[config.mk]
export PLATFORM = sky130hd
export DESIGN_NAME = dbr_bank_ctrl
export DESIGN_NICKNAME = d
export VERILOG_FILES = /design/src/pkg/dbr_pkg.sv /design/src/rtl/dbr_bank_ctrl.sv
export SDC_FILE = /design/constraint.sdc
export NUM_CORES = 1
export LEC_CHECK = 0
export BUFFER_PORTS_ARGS = -buffer_cell sky130_fd_sc_hd__clkbuf_2
export CORE_ASPECT_RATIO = 0.7
export CORE_UTILIZATION = 55
export CTS_CLUSTER_SIZE = 12
export DETAILED_ROUTE_END_ITERATION = 10
export PLACE_DENSITY = 0.72
export SYNTH_ARGS = -nofsm -noshare
export SYNTH_HDL_FRONTEND = slang
export SYNTH_SLANG_ARGS = --single-unit
[constraint.sdc]
create_clock -name clk_sys -period 4.3 [get_ports clk_sys]
set_clock_uncertainty 0.05 [all_clocks]
set_input_delay 0.215 -clock clk_sys [delete_from_list [all_inputs] [get_ports clk_sys]]
set_output_delay 0.215 -clock clk_sys [all_outputs]
set_load 0.02 [all_outputs]
[src/pkg/dbr_pkg.sv]
package dbr_pkg;
   // Bank geometry
   localparam int NUM_BANKS  = 32;
   localparam int BANK_W     = 5;
   localparam int HALF_W     = 4;
   localparam int ROW_W      = 9;
   localparam int COL_W      = 7;
   localparam int SA_SEL_BIT = 6;
   localparam logic [HALF_W-1:0] HALF_FIRST = 4'h0;
   localparam logic [HALF_W-1:0] HALF_LAST  = 4'hf;

   // Clock and interval minimums
   localparam int CLK_MHZ    = 25;
   localparam int T_RCD_NS   = 80;
   localparam int T_RAS_NS   = 200;
   localparam int T_RP_NS    = 80;
   localparam int T_OFFP_NS  = 120;
   localparam int T_RTR_NS   = 80;
   localparam int CNT_W      = 4;

   function automatic int ns_to_cyc_up(input int ns);
      int c;
      c = (ns * CLK_MHZ + 999) / 1000;
      return (c < 1) ? 1 : c;
   endfunction : ns_to_cyc_up

   localparam logic [CNT_W-1:0] RCD_CYC  = CNT_W'(ns_to_cyc_up(T_RCD_NS));
   localparam logic [CNT_W-1:0] RAS_CYC  = CNT_W'(ns_to_cyc_up(T_RAS_NS));
   localparam logic [CNT_W-1:0] RP_CYC   = CNT_W'(ns_to_cyc_up(T_RP_NS));
   localparam logic [CNT_W-1:0] OFFP_CYC = CNT_W'(ns_to_cyc_up(T_OFFP_NS));
   localparam logic [CNT_W-1:0] RTR_CYC  = CNT_W'(ns_to_cyc_up(T_RTR_NS));
   localparam logic [CNT_W-1:0] CNT_ZERO = 4'h0;

   // Row packet commands
   typedef enum logic [1:0] {
      ROW_ACT, ROW_PRE, ROW_REF_ACT, ROW_REF_PRE
   } dbr_row_op_e;

   // Column packet commands
   typedef enum logic [2:0] {
      COL_NOP, COL_RD, COL_WR, COL_RD_AP, COL_WR_AP
   } dbr_col_op_e;
endpackage : dbr_pkg

[src/rtl/dbr_bank_ctrl.sv]
// Behaviour
// RL1: Controller spaces same-bank activates by row cycle
// RL2: Controller keeps neighbours of active bank precharged
// RL3: Row commands one packet apart, except conflicts
// RL4: Activate starts automatic internal restore
// RL5: Written data propagates into active row
// RL6: Precharge only after restore and column work
// RL7: Activate, restore, precharge intervals; columns during restore
// RL8: Edge sense amps 0,15,16,31 not shared
// RL9: Activate claims both flanking sense amps
// RL10: 512 rows, 1kbyte per sense amp
// RL11: Row precharge respects active and precharge minimums
// RL12: Read auto-precharge fires offset after column packet
// RL13: Controller treats read auto-precharge as two commands
// RL14: Write auto-precharge fires after buffer retires
// RL15: Controller treats write auto-precharge as two commands
// RL16: Retire one interval later, postponed by read
// RL17: Extended-column precharge fires offset after packet
// RL18: Refresh commands count as activate and precharge
// RL19: Flag activate to active or neighbour-busy bank
module dbr_bank_ctrl #(
   parameter int NB = dbr_pkg::NUM_BANKS
) (
   // Clock and reset
   input  wire logic                         clk_sys,
   input  wire logic                         rst_b,
   // Row packet
   input  wire logic                         row_valid,
   input  wire dbr_pkg::dbr_row_op_e         row_op,
   input  wire logic [dbr_pkg::BANK_W-1:0]   row_bank,
   input  wire logic [dbr_pkg::ROW_W-1:0]    row_addr,
   // Column packet
   input  wire logic                         col_valid,
   input  wire logic                         col_dev_match,
   input  wire dbr_pkg::dbr_col_op_e         col_op,
   input  wire logic [dbr_pkg::BANK_W-1:0]   col_bank,
   input  wire logic [dbr_pkg::COL_W-1:0]    col_addr,
   // Extended column packet
   input  wire logic                         ext_valid,
   input  wire logic                         ext_col_precharge_cmd,
   input  wire logic [dbr_pkg::BANK_W-1:0]   ext_bank,
   // Bank state
   output logic [NB-1:0]                     bank_active,
   output logic [NB-1:0]                     bank_restoring,
   output logic [NB-1:0]                     bank_col_ready,
   output logic [NB-1:0]                     bank_blocked,
   output logic [dbr_pkg::ROW_W-1:0]         open_row,
   // Internal operations
   output logic                              pre_pulse,
   output logic [dbr_pkg::BANK_W-1:0]        pre_bank,
   output logic                              retire_pulse,
   output logic [dbr_pkg::BANK_W-1:0]        retire_bank,
   output logic                              col_sa_upper,
   output logic                              act_violation
);
   localparam int BW = dbr_pkg::BANK_W;
   localparam int CW = dbr_pkg::CNT_W;
   // Offset and retire counters act one cycle after reaching zero, so they load one short
   localparam logic [CW-1:0] OFFP_LOAD = dbr_pkg::OFFP_CYC - 1'b1;
   localparam logic [CW-1:0] RTR_LOAD  = dbr_pkg::RTR_CYC - 1'b1;

   typedef struct packed {
      logic [NB-1:0]          active;
      logic [NB-1:0]          restoring;
      logic [NB-1:0]          col_ready;
      logic [NB-1:0]          blocked;
      logic [NB-1:0][CW-1:0]  rcnt;
      logic [dbr_pkg::ROW_W-1:0] row;
      logic                   ap_pend;
      logic [BW-1:0]          ap_bank;
      logic [CW-1:0]          ap_cnt;
      logic                   wb_pend;
      logic                   wb_auto;
      logic [BW-1:0]          wb_bank;
      logic [CW-1:0]          wb_cnt;
      logic                   pre;
      logic [BW-1:0]          pre_bank;
      logic                   retire;
      logic [BW-1:0]          retire_bank;
      logic                   sa_upper;
      logic                   viol;
   } dbr_state_s;

   dbr_state_s s;
   dbr_state_s next_s;

   // Neighbours only within a half; edge banks have one sense amp of their own
   function automatic logic nbr_busy(input logic [NB-1:0] act, input logic [BW-1:0] b);
      logic lo;
      logic hi;
      lo = (b[dbr_pkg::HALF_W-1:0] != dbr_pkg::HALF_FIRST) && act[b - 1'b1];
      hi = (b[dbr_pkg::HALF_W-1:0] != dbr_pkg::HALF_LAST) && act[b + 1'b1];
      return lo | hi;
   endfunction : nbr_busy

   logic act_req;
   logic act_bad;
   logic row_pre_req;
   logic col_here;
   logic col_rd_here;
   logic col_wr_here;
   logic wb_due;
   logic retire_now;

   assign act_req     = row_valid && (row_op == dbr_pkg::ROW_ACT || row_op == dbr_pkg::ROW_REF_ACT);
   assign row_pre_req = row_valid && (row_op == dbr_pkg::ROW_PRE || row_op == dbr_pkg::ROW_REF_PRE);
   assign act_bad     = s.active[row_bank] || nbr_busy(s.active, row_bank);
   assign col_here    = col_valid && col_dev_match;
   assign col_rd_here = col_here && (col_op == dbr_pkg::COL_RD || col_op == dbr_pkg::COL_RD_AP);
   assign col_wr_here = col_here && (col_op == dbr_pkg::COL_WR || col_op == dbr_pkg::COL_WR_AP);
   assign wb_due      = s.wb_pend && (s.wb_cnt == dbr_pkg::CNT_ZERO);
   assign retire_now  = wb_due && col_valid && !col_rd_here;

   always_comb begin
      next_s        = s;
      next_s.pre    = 1'b0;
      next_s.retire = 1'b0;
      next_s.viol   = 1'b0;
      for (int b = 0; b < NB; b++) begin
         if (s.rcnt[b] != dbr_pkg::CNT_ZERO) begin
            next_s.rcnt[b] = s.rcnt[b] - 1'b1;
         end
      end
      // Write buffer retire on the column packet one interval after the write
      if (s.wb_pend && !wb_due) begin
         next_s.wb_cnt = s.wb_cnt - 1'b1;
      end
      if (retire_now) begin // [RL16]
         next_s.retire      = 1'b1; // [RL5]
         next_s.retire_bank = s.wb_bank;
         next_s.wb_pend     = 1'b0;
         if (s.wb_auto) begin // [RL14]
            next_s.ap_pend = 1'b1;
            next_s.ap_bank = s.wb_bank;
            next_s.ap_cnt  = OFFP_LOAD;
         end
      end
      if (col_wr_here) begin
         next_s.wb_pend = 1'b1;
         next_s.wb_auto = (col_op == dbr_pkg::COL_WR_AP);
         next_s.wb_bank = col_bank;
         next_s.wb_cnt  = RTR_LOAD; // [RL16]
      end
      if (col_here && col_op != dbr_pkg::COL_NOP) begin
         next_s.sa_upper = col_addr[dbr_pkg::SA_SEL_BIT]; // [RL10]
      end
      // Offset precharge; a row precharge in the same cycle defers it
      if (s.ap_pend && s.ap_cnt != dbr_pkg::CNT_ZERO) begin
         next_s.ap_cnt = s.ap_cnt - 1'b1;
      end
      if (row_pre_req) begin // [RL18]
         next_s.pre      = 1'b1;
         next_s.pre_bank = row_bank;
      end else if (s.ap_pend && s.ap_cnt == dbr_pkg::CNT_ZERO) begin
         next_s.pre      = 1'b1; // [RL12] [RL17]
         next_s.pre_bank = s.ap_bank;
         next_s.ap_pend  = 1'b0;
      end
      if (col_here && col_op == dbr_pkg::COL_RD_AP) begin // [RL12]
         next_s.ap_pend = 1'b1;
         next_s.ap_bank = col_bank;
         next_s.ap_cnt  = OFFP_LOAD;
      end
      if (ext_valid && ext_col_precharge_cmd) begin // [RL17]
         next_s.ap_pend = 1'b1;
         next_s.ap_bank = ext_bank;
         next_s.ap_cnt  = OFFP_LOAD;
      end
      if (next_s.pre) begin
         next_s.active[next_s.pre_bank] = 1'b0;
         next_s.rcnt[next_s.pre_bank]   = dbr_pkg::RP_CYC; // [RL7]
      end
      if (act_req) begin
         if (act_bad) begin
            next_s.viol = 1'b1; // [RL19]
         end else begin
            next_s.active[row_bank] = 1'b1; // [RL9]
            next_s.rcnt[row_bank]   = dbr_pkg::RAS_CYC; // [RL4]
            next_s.row              = row_addr;
         end
      end
      for (int b = 0; b < NB; b++) begin
         next_s.restoring[b] = next_s.active[b] && (next_s.rcnt[b] != dbr_pkg::CNT_ZERO);
         // Columns open once activation is done, restore may still run
         next_s.col_ready[b] = next_s.active[b] &&
                               (next_s.rcnt[b] <= dbr_pkg::RAS_CYC - dbr_pkg::RCD_CYC); // [RL7]
         next_s.blocked[b]   = nbr_busy(next_s.active, BW'(b)); // [RL8] [RL9]
      end
   end

   always_ff @(posedge clk_sys or negedge rst_b) begin
      if (!rst_b) begin
         s <= '0;
      end else begin
         s <= next_s;
      end
   end

   assign bank_active    = s.active;
   assign bank_restoring = s.restoring;
   assign bank_col_ready = s.col_ready;
   assign bank_blocked   = s.blocked;
   assign open_row       = s.row;
   assign pre_pulse      = s.pre;
   assign pre_bank       = s.pre_bank;
   assign retire_pulse   = s.retire;
   assign retire_bank    = s.retire_bank;
   assign col_sa_upper   = s.sa_upper;
   assign act_violation  = s.viol;
endmodule : dbr_bank_ctrl

After elaboration in Yosys (flattened, before gate mapping)
Cells that the tools add are included.

Flip-flop bits (word level): 300. Output and inout port bits: 151. Logic and storage cells: 405.

Add/sub/neg operators: 36. $lt $le $gt $ge: 38. Equal/unequal tests: 8. Multiplexer cells: 66. Bitwise gates (word level): 39. Reduce and logical (&&, ||, !) cells: 168.

Operators by type and width (number): $mux W137 (2); $reduce_bool A4 Y1 (68); $mux W4 (36); $sub A4 B1 Y4 const B (34); $le A4 B2 Y1 const B (32); $mux W128 (1); $and A96 B96 Y96 (1); $mux W32 (3); $not A96 Y96 (1); $logic_and A1 B1 Y1 (82); $and A64 B64 Y64 (1); $not A64 Y64 (1); $or A32 B32 Y32 (2); $or A64 B64 Y64 (1); $demux W4 S5 (2); $and A32 B32 Y32 (1); $not A32 Y32 (1); $mux W10 (3); $or A1 B1 Y1 (29); $lt A5 B6 Y1 const B (4); $mux W11 (2); $mux W6 (3); $bmux W1 S5 (3); $demux W1 S5 (2); other kinds (18) (40).

Longest topological paths before layout
Gate-level depths: netlist (run 1).

Word-level depth: 16. Depth in mapped cells: 18.

Worst setup path after synthesis (run 1)
No wires, ideal clock.

Kind: in2reg. Start point: in row_bank[0] (netlist name). End point: reg s, in the netlist bank_col_ready[24]. Library setup time: 0.121 ns. Arrival time: 3.710 ns. Data required time: 4.129 ns. Slack: 0.419 ns. Stages on the path: 14. Cells stage by stage: buf_2 > buf_6 > buf_2 > buf_2 > inv_1 > ha_1 > clkbuf_1 > buf_2 > mux4_2 > mux2i_1 > a21oi_1 > nor2_1 > nand4_1 > and4b_1.

RTL lines: start: declaration (line dbr_bank_ctrl.sv:30) `input wire logic [dbr_pkg::BANK_W-1:0] row_bank,`; end signal: assignment (line dbr_bank_ctrl.sv:195) `s <= next_s;`; end: declaration (line dbr_bank_ctrl.sv:84) `dbr_state_s s;`.

==> results of run 1 <==
cells by family (layout without fill, tap and decap cells):
logic type	count (synthesis)	in the layout	synth area share [%]
buffers and inverters	278	362	9.941
and+or+nand+nor	639	639	20.10
AOI/OAI and AO/OA	345	345	12.46
DFF	296	296	44.89
muxes	86	86	7.037
other	0	1	0
adders and majority gates	40	40	3.033
xor gates and xnor gates	47	47	2.540
placed cells by master, fill, tap and decap left out, drive strengths merged, types with 23 or more instances in the layout:
master | synthesis | final
nor3 | 71 | 71
dfrtp | 296 | 296
nand2 | 161 | 161
dlygate4sd3 | 0 | 24
nor2 | 124 | 124
or3 | 27 | 27
a21oi | 97 | 97
nor2b | 75 | 75
mux2 | 40 | 40
ha | 40 | 40
nand4 | 43 | 43
nand2b | 23 | 23
o21ai | 109 | 109
mux2i | 26 | 26
clkbuf | 24 | 229
a31oi | 28 | 28
xnor2 | 41 | 41
inv | 90 | 91
layer usage:
| metal | up-vias | GRT usage, % |
|---|---|---|
| met2 | 521 | 38.45 |
| met1 | 6309 | 39.28 |
| met4 | 0 | 6.765 |
| met3 | 83 | 7.054 |
| li1 | 6082 | - |
| met5 | - | 0 |
worst max path at each step:
stage / slack, ps / startpoint / endpoint
after detailed placement: 250 / row_bank[1] / s[147]$_DFF_PN0_
final: 810 / row_bank[1] / s[147]$_DFF_PN0_
after CTS: 820 / bank_blocked[0]$_DFF_PN0_ / s[147]$_DFF_PN0_
after global placement: 370 / row_bank[1] / s[147]$_DFF_PN0_
after global routing: 560 / bank_active[0]$_DFF_PN0_ / bank_col_ready[24]$_DFF_PN0_
after floorplan: 420 / row_bank[0] / bank_col_ready[24]$_DFF_PN0_
final cells by class:
type,instances,area (um^2),area share [%]
diodes,1,2.502,0.01399
clock buffers,44,864.6,4.834
multi-input cells,1157,7461,41.71
well taps,378,473.0,2.644
inverters,90,337.8,1.889
repair buffers,226,1326,7.415
clock inverters,2,13.76,0.07695
flip-flops and latches,296,7407,41.41
sequential cells by signal, indices dropped and copies added, names as in the netlist:
register / flops
bank_blocked: 31
pre_bank: 5
bank_col_ready: 32
bank_active: 29
retire_pulse: 1
open_row: 9
col_sa_upper: 1
pre_pulse: 1
retire_bank: 5
act_violation: 1
s: 149
bank_restoring: 32
through the flow:
stage	instance area, um^2	hold WS (ps)	cells	total power, mW	utilization (%)
floorplan	16500	-130.6	1731	9.950	-
global placement	16760	283.5	2123	10.75	57.39
detailed placement	16760	292.3	2123	11.04	57.39
CTS	17880	9.010	2193	13.53	61.22
global route	17890	85.35	2194	14.53	61.23
finish	17890	37.69	2194	13.54	61.23
power groups by stage:
stage / Combinational [mW] / Sequential, mW / Clock (mW)
5_1_grt: 6.88 / 5.05 / 2.59
3_5_place_dp: 6.12 / 4.92 / 0
6_report: 6.20 / 4.92 / 2.42
3_3_place_gp: 5.87 / 4.89 / 0
2_1_floorplan: 5.34 / 4.61 / 0
4_1_cts: 6.17 / 4.88 / 2.47
synth_stat cells, drive strengths merged (22+ instances only):
| cell type | instances |
|---|---|
| a31oi | 28 |
| nand2 | 161 |
| clkbuf | 24 |
| inv | 90 |
| xnor2 | 41 |
| mux2 | 40 |
| a21oi | 97 |
| or3 | 27 |
| o21ai | 109 |
| dfrtp | 296 |
| mux2i | 26 |
| nand4 | 43 |
| nor2 | 124 |
| ha | 40 |
| nand3 | 22 |
| nor3 | 71 |
| nand2b | 23 |
| buf | 164 |
| nor2b | 75 |
critical path, delay by kind of cell:
family	cells	cell delay (ps)
AND/OR/NAND/NOR	5	1600
buffers and inverters	4	830
adder cells (fa/ha/maj)	1	570
multiplexers	1	300
AO/OA/AOI/OAI	1	360
==> impl_metrics.ini, run 1 <==
[outcome]
status = finished, final reports clean

[synth]
ys_warn_count = 0
async_flop_share_pct = 100.0
synth_cell_type_count = 61
synth.ff_latch_count = 296
synth_area_leaders = dfrtp_1, buf_4, nand2_1
synth_nets = 1814
ys_seq_area_share_pct = 44.89
synth_cells = 1731
synthFlopType = dfrtp_1
synth_enable_flop_cells = 0
synth_top_area_share_pct = 44.89
yosys.area.top_type = dfrtp_1
avgSynthCellArea_um2 = 9.533
netlist_area_um2 = 16500

[floorplanning]
io_pins = 194
die_x_um = 209.0
dieArea_um2 = 30710
start_util_pct = 56.48
fp.coreArea_um2 = 29210
die_y_um = 146.9
rows = 52

[clock_tree]
clk_latency_ps = 570
clockRootBuffer = clkbuf_16
cts_buffers = 30
cts_setup_buffers = 0
cts_tree = done
ctsHtreeMaxLevel = 1
clkTransAtPathRegs_ps = 60
cts_resized = 0
cts_buffer_depth = 3
cts.sinks = 296
holdBufCountCts = 24

[sta]
layout_setup_ws_ps = 809.0
fin_setup_tns_ps = 0
worstMarginPinSlew_ps = 812.7
period_share_pct = 81.19
rsz0062_at_grt = false
setup_viol_count_final = 0
maxSlewViolCount = 0
period_minus_slack_ps = 3491
max_freq_mhz = 286.4
hold_viol = 0
max-slew-margin-rel_pct = 45.25

[global_route]
grt_first_pass_wirelength_mm = 64.47
grt_overflow = 0
track_usage_pct = 26.49
grt_max_degree = 109
grt_pass1_vias = 12270
antenna_found_initial = 1

[critical_path]
r2r_slack_ps = 820
crit_arrival_ps = 3890
path_class = in2reg
cp-start-kind = input pin
slowest_stage = and4b_2
worstPathMaxFanout = 24
crit_path_end_kind = flip-flop
worstReg2RegEnd = s[147]$_DFF_PN0_
max_stage_delay_ps = 600
path_cells = clkbuf_2 -> inv_1 -> ha_1 -> buf_4 -> mux4_2 -> nor2b_1 -> a2111oi_0 -> or4b_1 -> and4b_2 -> buf_4 -> nand4_1 -> and3_1
path_common_cell = buf_4
rr_startpoint = bank_active[0]$_DFF_PN0_
reg2reg_depth = 8
critPathRequiredTime_ps = 4700

[power]
p_per_area_nw_per_um2 = 757.2
leakagePower_nw = 8.604
ir_worst_vdd_v = 0.0002883
p_sw_mw = 5.625
p_sw_share_pct = 41.53
p_clk_share_pct = 17.9
p_int_mw = 7.919
combPwrFrac_pct = 45.8
power_frac_seq_pct = 36.3

[placement]
dp_slack_ps = 247.9
port_buffers = 186
place_hpwl_mm = 29.81
globalplace.congestion = 0.9452

[final_layout]
drive_gt1_share_pct = 17.58
syn_to_final_growth_pct = 8.394
finish.net_count = 1884
fillCellCount = 2463

[route]
ant_nets = 0
remaining_drc_errors = 0
drt_iter0_drc = 1214
wl_met3_mm = 3.759
route.met2.wl_mm = 17.41
wl_met1_mm = 18.92
firstDrtPassIters = 7
vias = 13000
wl_mm = 40.98
vias_per_cell = 5.923
post_drt_wl_per_cell_um = 18.68
top_layer_used = met4

[hold_path]
hold_path_depth = 4
hold_start = col_valid
hold_path_end = retire_pulse$_DFF_PN0_
worstHoldPathType = in2reg

[run]
drv_cap = 0
Power figures use the tool's default switching activity.
==> run 2: changes to the inputs <==
--- a/config.mk
+++ b/config.mk
@@ -5,6 +5,7 @@
 export SDC_FILE = /design/constraint.sdc
 export NUM_CORES = 1
 export LEC_CHECK = 0
+export ABC_AREA = 1
 export BUFFER_PORTS_ARGS = -buffer_cell sky130_fd_sc_hd__clkbuf_2
 export CORE_ASPECT_RATIO = 0.7
 export CORE_UTILIZATION = 55
==> constraint.sdc (replaced) <==
create_clock -name clk_sys -period 3.5 [get_ports clk_sys]
set_clock_uncertainty 0.05 [all_clocks]
set_input_delay 0.175 -clock clk_sys [delete_from_list [all_inputs] [get_ports clk_sys]]
set_output_delay 0.175 -clock clk_sys [all_outputs]
set_load 0.02 [all_outputs]
==> run 2 against run 1 <==
Net effect: non-clock buffer count rose by 8; final cell count up 15%; utilization is 0.21 points higher; register-to-register slack got worse by 270 ps; worst hold slack lost 7.8 ps; sequential share of layout area down 0.14 points; via count is 1.1% higher; sequential power grew 17%; largest cell class is now sequential cells; largest power group unchanged; highest routed layer unchanged.
==> impl_metrics.ini, run 2 <==
[outcome]
status = finished, final reports clean

[global_route]
track_usage_pct = 25.30
grt_max_degree = 112
grt_first_pass_wirelength_mm = 62.33
grt_pass1_vias = 12450
grt_overflow = 0
antenna_found_initial = 1

[floorplanning]
die_y_um = 147.0
dieArea_um2 = 30730
io_pins = 194
die_x_um = 209.1
rows = 52
start_util_pct = 56.51
fp.coreArea_um2 = 29210

[route]
drt_iter0_drc = 1136
wl_mm = 38.38
vias_per_cell = 5.219
ant_nets = 0
firstDrtPassIters = 5
vias = 13140
post_drt_wl_per_cell_um = 15.25
remaining_drc_errors = 0

[sta]
holdWs_ps = 29.88
max-slew-margin-rel_pct = 41.60
maxSlewViolCount = 0
setup_viol_count_final = 0
period_share_pct = 84.76
max_freq_mhz = 337.1
layout_setup_ws_ps = 533.5
hold_viol = 0
worstMarginPinSlew_ps = 874.0
period_minus_slack_ps = 2966
fin_setup_tns_ps = 0
rsz0062_at_grt = false

[hold_path]
worstHoldPathType = in2reg

[synth]
synth_area_leaders = dfrtp_1, nand2_1, nor2_1
async_flop_share_pct = 100.0
netlist_area_um2 = 16510
synthFlopType = dfrtp_1
synth_cell_type_count = 42
ys_warn_count = 0
synth.most_common_cell = nand2_1
synth_nets = 2114
synthTopCellsByCount = nand2_1, nor2_1, dfrtp_1, inv_1, nand3_1
avgSynthCellArea_um2 = 8.129
yosys.area.top_type = dfrtp_1
synth_top_area_share_pct = 44.87
synth_cells = 2031
synth_enable_flop_cells = 0
ys_seq_area_share_pct = 44.87
synth.ff_latch_count = 296

[final_layout]
finish.net_count = 2205
fillCellCount = 2482
seqCellArea_um2 = 7407
layout.cells.non_filler = 2517
regMostFlops = s
layout_commonest_cell = nand2_1
drive_gt1_share_pct = 16.93
syn_to_final_growth_pct = 8.716
multiInputGateArea_um2 = 6741
final_area_um2 = 17950
fin_util_pct = 61.44
final_cell_mix = nand2_1, nor2_1, dfrtp_1, inv_1, nand3_1
largest_reg_flops = 149

[placement]
placedCellCount = 2441
dp_slack_ps = 523.5
place_area_um2 = 16800
place_hpwl_mm = 28.70
globalplace.congestion = 0.9361
port_buffers = 186

[critical_path]
worstPathMaxFanout = 8
crit_path_end_kind = flip-flop
path_class = in2reg
cp-start-kind = input pin
path_depth = 13
crit_path_start = row_valid
slowest_stage = dlygate4sd3_1
max_stage_delay_ps = 590
path_cells = dlygate4sd3_1 -> clkbuf_2 -> nand2_2 -> dlygate4sd3_1 -> nand2_2 -> o21ai_2 -> inv_2 -> nor2_2 -> nand2_1 -> o21ai_0 -> nand3_1 -> nor2_1 -> nor2_1
critPathCapture = bank_restoring[15]$_DFF_PN0_
r2r_slack_ps = 550
path_delay_family = buffers and inverters
worstReg2RegEnd = bank_blocked[8]$_DFF_PN0_
crit_arrival_ps = 3370
rr_startpoint = s[25]$_DFFE_PN0P_
path_buf_inv = 4
critPathRequiredTime_ps = 3900
reg2reg_depth = 17

[power]
p_per_area_nw_per_um2 = 949.0
leakagePower_nw = 9.689
power_mw = 17.03
ir_worst_vdd_v = 0.0006406

[clock_tree]
ctsHtreeMaxLevel = 1
clockRootBuffer = clkbuf_16
cts.sinks = 296
cts_buffers = 30
cts_buffer_depth = 3
cts_tree = done
clkTransAtPathRegs_ps = 60
cts_setup_buffers = 0
clk_latency_ps = 570

[run]
drv_cap = 0
==> run 2: how the worst min path moves through the flow <==
stage	slack [ps]	end	cells past startpoint	startpoint
2_1_floorplan	-170	act_violation$_DFF_PN0_	0	rst_b
3_5_place_dp	250	bank_col_ready[27]$_DFF_PN0_	1	rst_b
3_3_place_gp	240	bank_restoring[27]$_DFF_PN0_	1	rst_b
6_report	30	s[33]$_DFFE_PN0P_	4	ext_valid
5_1_grt	60	s[29]$_DFFE_PN0P_	4	ext_col_precharge_cmd
4_1_cts	1	s[29]$_DFFE_PN0P_	4	ext_col_precharge_cmd
==> run 2: final cells by class <==
class | instances | area share (%)
clock inverters | 4 | 0.1115
diodes | 1 | 0.01394
flip-flops and latches | 296 | 41.27
repair buffers | 234 | 7.905
well taps | 378 | 2.635
inverters | 274 | 5.744
multi-input cells | 1286 | 37.56
clock buffers | 44 | 4.761
==> run 2: where the power goes <==
group | total (mW) | switching, mW | internal (mW)
Sequential | 5.74 | 0.869 | 4.87
Clock | 2.93 | 1.27 | 1.66
Combinational | 8.36 | 5.34 | 3.01
Total | 17.0 | 7.49 | 9.55
==> run 2: timing repair <==
item                      4_1_cts  5_1_grt
hold buffers                   27        0
hold endpoints to repair      128        0
gates resized for setup         0        0
==> run 2: cell families after synthesis <==
kind of cell | after synthesis | share of synthesized area, %
adder cells (fa/ha/maj) | 40 | 3.031
buffers and inverters | 449 | 14.35
multiplexers | 1 | 0.06820
AND/OR/NAND/NOR | 1030 | 28.75
flip-flops | 296 | 44.87
AO/OA/AOI/OAI | 151 | 5.502
XOR/XNOR | 64 | 3.441
==> run 2: tightest hold or removal path: stages <==
cell and delay [ps]:
clkbuf_2 70, nand2_1 130, nand3_1 130, nand4_1 90
==> run 2: metal layers <==
layer | routed length [um] | vias to the layer above | share of wire (%) | GRT usage, %
met5 | 0 | - | 0 | 0
met4 | 1238 | 0 | 3.2 | 9.007
met3 | 2398 | 80 | 6.2 | 5.066
met2 | 16860 | 414 | 44 | 38.70
met1 | 17880 | 6196 | 47 | 35.90
li1 | - | 6446 | - | -
==> run 3: changes to the inputs <==
--- a/config.mk
+++ b/config.mk
@@ -8,10 +8,10 @@
 export ABC_AREA = 1
 export BUFFER_PORTS_ARGS = -buffer_cell sky130_fd_sc_hd__clkbuf_2
 export CORE_ASPECT_RATIO = 0.7
-export CORE_UTILIZATION = 55
+export CORE_UTILIZATION = 54
 export CTS_CLUSTER_SIZE = 12
 export DETAILED_ROUTE_END_ITERATION = 10
-export PLACE_DENSITY = 0.72
+export PLACE_DENSITY = 0.74
 export SYNTH_ARGS = -nofsm -noshare
 export SYNTH_HDL_FRONTEND = slang
 export SYNTH_SLANG_ARGS = --single-unit
==> constraint.sdc (replaced) <==
create_clock -name clk_sys -period 2.59 [get_ports clk_sys]
set_clock_uncertainty 0.05 [all_clocks]
set_input_delay 0.1295 -clock clk_sys [delete_from_list [all_inputs] [get_ports clk_sys]]
set_output_delay 0.1295 -clock clk_sys [all_outputs]
set_load 0.02 [all_outputs]
==> run 3 against run 2 <==
Net effect: register-to-register slack lost 500 ps; clock-buffer cell count is 3 lower; non-clock buffer count rose by 61; sequential share of layout area shrank 2.3 points; routed wire length rose by 5.4%; first-iteration DRC count is 3.0% lower; critical path depth is 3 higher; combinational power is 48% higher; design area up 6.0%; flip-flop and latch count unchanged; total power grew 44%; worst hold slack gained 78 ps; largest power group unchanged; highest routed layer unchanged.
==> impl_metrics.ini, run 3 (synthesis results as in run 2) <==
[critical_path]
cp-start-kind = flip-flop
crit_path_end_kind = flip-flop
worstReg2RegEnd = bank_restoring[5]$_DFF_PN0_
worstPathMaxFanout = 7
path_class = reg2reg
rr_startpoint = s[25]$_DFFE_PN0P_
r2r_slack_ps = 50
crit_arrival_ps = 2940
critPathRequiredTime_ps = 2980
reg2reg_depth = 16

[global_route]
grt_pass1_vias = 12950
grt_first_pass_wirelength_mm = 65.49
grt_overflow = 0
antenna_found_initial = 0
grt_max_degree = 85
track_usage_pct = 26.08

[clock_tree]
clkTransAtPathRegs_ps = 60
cts_buffers = 31
cts_buffer_depth = 3
cts_tree = done
cts.sinks = 296
clk_latency_ps = 580
ctsHtreeMaxLevel = 1
clockRootBuffer = clkbuf_16

[run]
drv_cap = 0

[final_layout]
final_cell_mix = nand2_1, nor2_1, dfrtp_1, inv_1, nand3_1
drive_gt1_share_pct = 22.65
regMostFlops = s
diodes = 0
finish.net_count = 2267
layout_commonest_cell = nand2_1
layout.cells.non_filler = 2611
largest_reg_flops = 149
syn_to_final_growth_pct = 15.28

[route]
ant_nets = 0
drt_iter0_drc = 1102
vias_per_cell = 5.157
vias = 13470
firstDrtPassIters = 5
post_drt_wl_per_cell_um = 15.49
remaining_drc_errors = 0
wl_mm = 40.45

[power]
leakagePower_nw = 10.20
p_per_area_nw_per_um2 = 1284
combPwrFrac_pct = 50.9
ir_worst_vdd_v = 0.0009071
power_mw = 24.44
p_sw_share_pct = 43.73
p_int_mw = 13.75
power_frac_seq_pct = 31.8
p_clk_share_pct = 17.3
p_sw_mw = 10.69

[floorplanning]
io_pins = 194
die_y_um = 148.3
rows = 53
fp.coreArea_um2 = 30040
start_util_pct = 54.96
dieArea_um2 = 31290
die_x_um = 211.0

[sta]
setup_viol_count_final = 0
maxSlewViolCount = 0
max_freq_mhz = 393.1
period_minus_slack_ps = 2544
worstMarginPinSlew_ps = 692.0
max-slew-margin-rel_pct = 53.87
hold_viol = 0
holdWs_ps = 108.1
layout_setup_ws_ps = 45.96
rsz0062_at_grt = true
period_share_pct = 98.23
fin_setup_tns_ps = 0

[outcome]
status = finished, final reports clean

[hold_path]
worstHoldPathType = in2reg
hold_path_depth = 6
hold_start = col_op[2]
hold_path_end = retire_pulse$_DFF_PN0_

[placement]
placedCellCount = 2518
globalplace.congestion = 0.9132
port_buffers = 186
place_hpwl_mm = 29.83
dp_slack_ps = -101.9
-- run 3: worst max-delay path, cell delays in order, from the launching register on --
cell     delay (ps)
dfrtp_1         360
inv_1            60
ha_1            200
nand2_1          90
nor2_2           60
nand2_1         110
nand2_4          80
buf_4           150
o21ai_4         260
inv_4           100
nor2_2          140
buf_6           150
nand2_1         150
nand3_1         140
nand3_1         120
nor2_1          140
nor2_1           60
-- run 3: layout make-up --
type | count | area (um^2)
multi-input cells | 1286 | 7102
inverters | 274 | 1044
fillers | 2508 | 11010
flip-flops and latches | 296 | 7407
repair buffers | 295 | 2026
clock buffers | 41 | 843.3
well taps | 412 | 515.5
clock inverters | 7 | 95.09
-- run 3: how the worst max path moves through the flow --
stage                           start                           end  slack (ps)  depth (start not counted)
floorplan                 row_bank[0]     bank_blocked[4]$_DFF_PN0_         200                         18
global placement    s[25]$_DFFE_PN0P_  bank_restoring[11]$_DFF_PN0_          10                         15
detailed placement  s[25]$_DFFE_PN0P_   bank_restoring[8]$_DFF_PN0_        -100                         15
CTS                 s[25]$_DFFE_PN0P_  bank_restoring[22]$_DFF_PN0_         0.7                         16
global route        s[25]$_DFFE_PN0P_   bank_restoring[5]$_DFF_PN0_        -160                         16
finish              s[25]$_DFFE_PN0P_   bank_restoring[5]$_DFF_PN0_          50                         16
-- run 3: repair_timing --
action | in CTS | in global routing
endpoints found under the hold margin | 144 | 0
setup buffers | 0 | 12
pin swaps | 0 | 27
gates resized for setup | 8 | 119
setup endpoints to repair | 26 | 159
hold buffers | 33 | 0
-- run 3: power groups by stage --
stage	sequential, mW	combinational, mW	clock [mW]
3_5_place_dp	7.78	11.5	0
3_3_place_gp	7.74	11.0	0
6_report	7.77	12.4	4.23
2_1_floorplan	7.43	9.50	0
4_1_cts	7.73	11.7	4.32
5_1_grt	7.96	13.9	4.51
-- run 3: stage by stage --
stage	instance area (um^2)	util, %
finish	19030	63.36
global route	19030	63.36
CTS	18550	61.76
detailed placement	17250	57.44
global placement	17250	57.44
floorplan	16510	-
-- run 3: routing by layer --
metal  vias to the layer above  wire (um)  track usage (%)
met5                         -          0                0
met4                         0       1249            8.116
met3                        84       2289            4.033
met2                       414      18560            41.60
met1                      6396      18350            36.69
li1                       6571          -                -
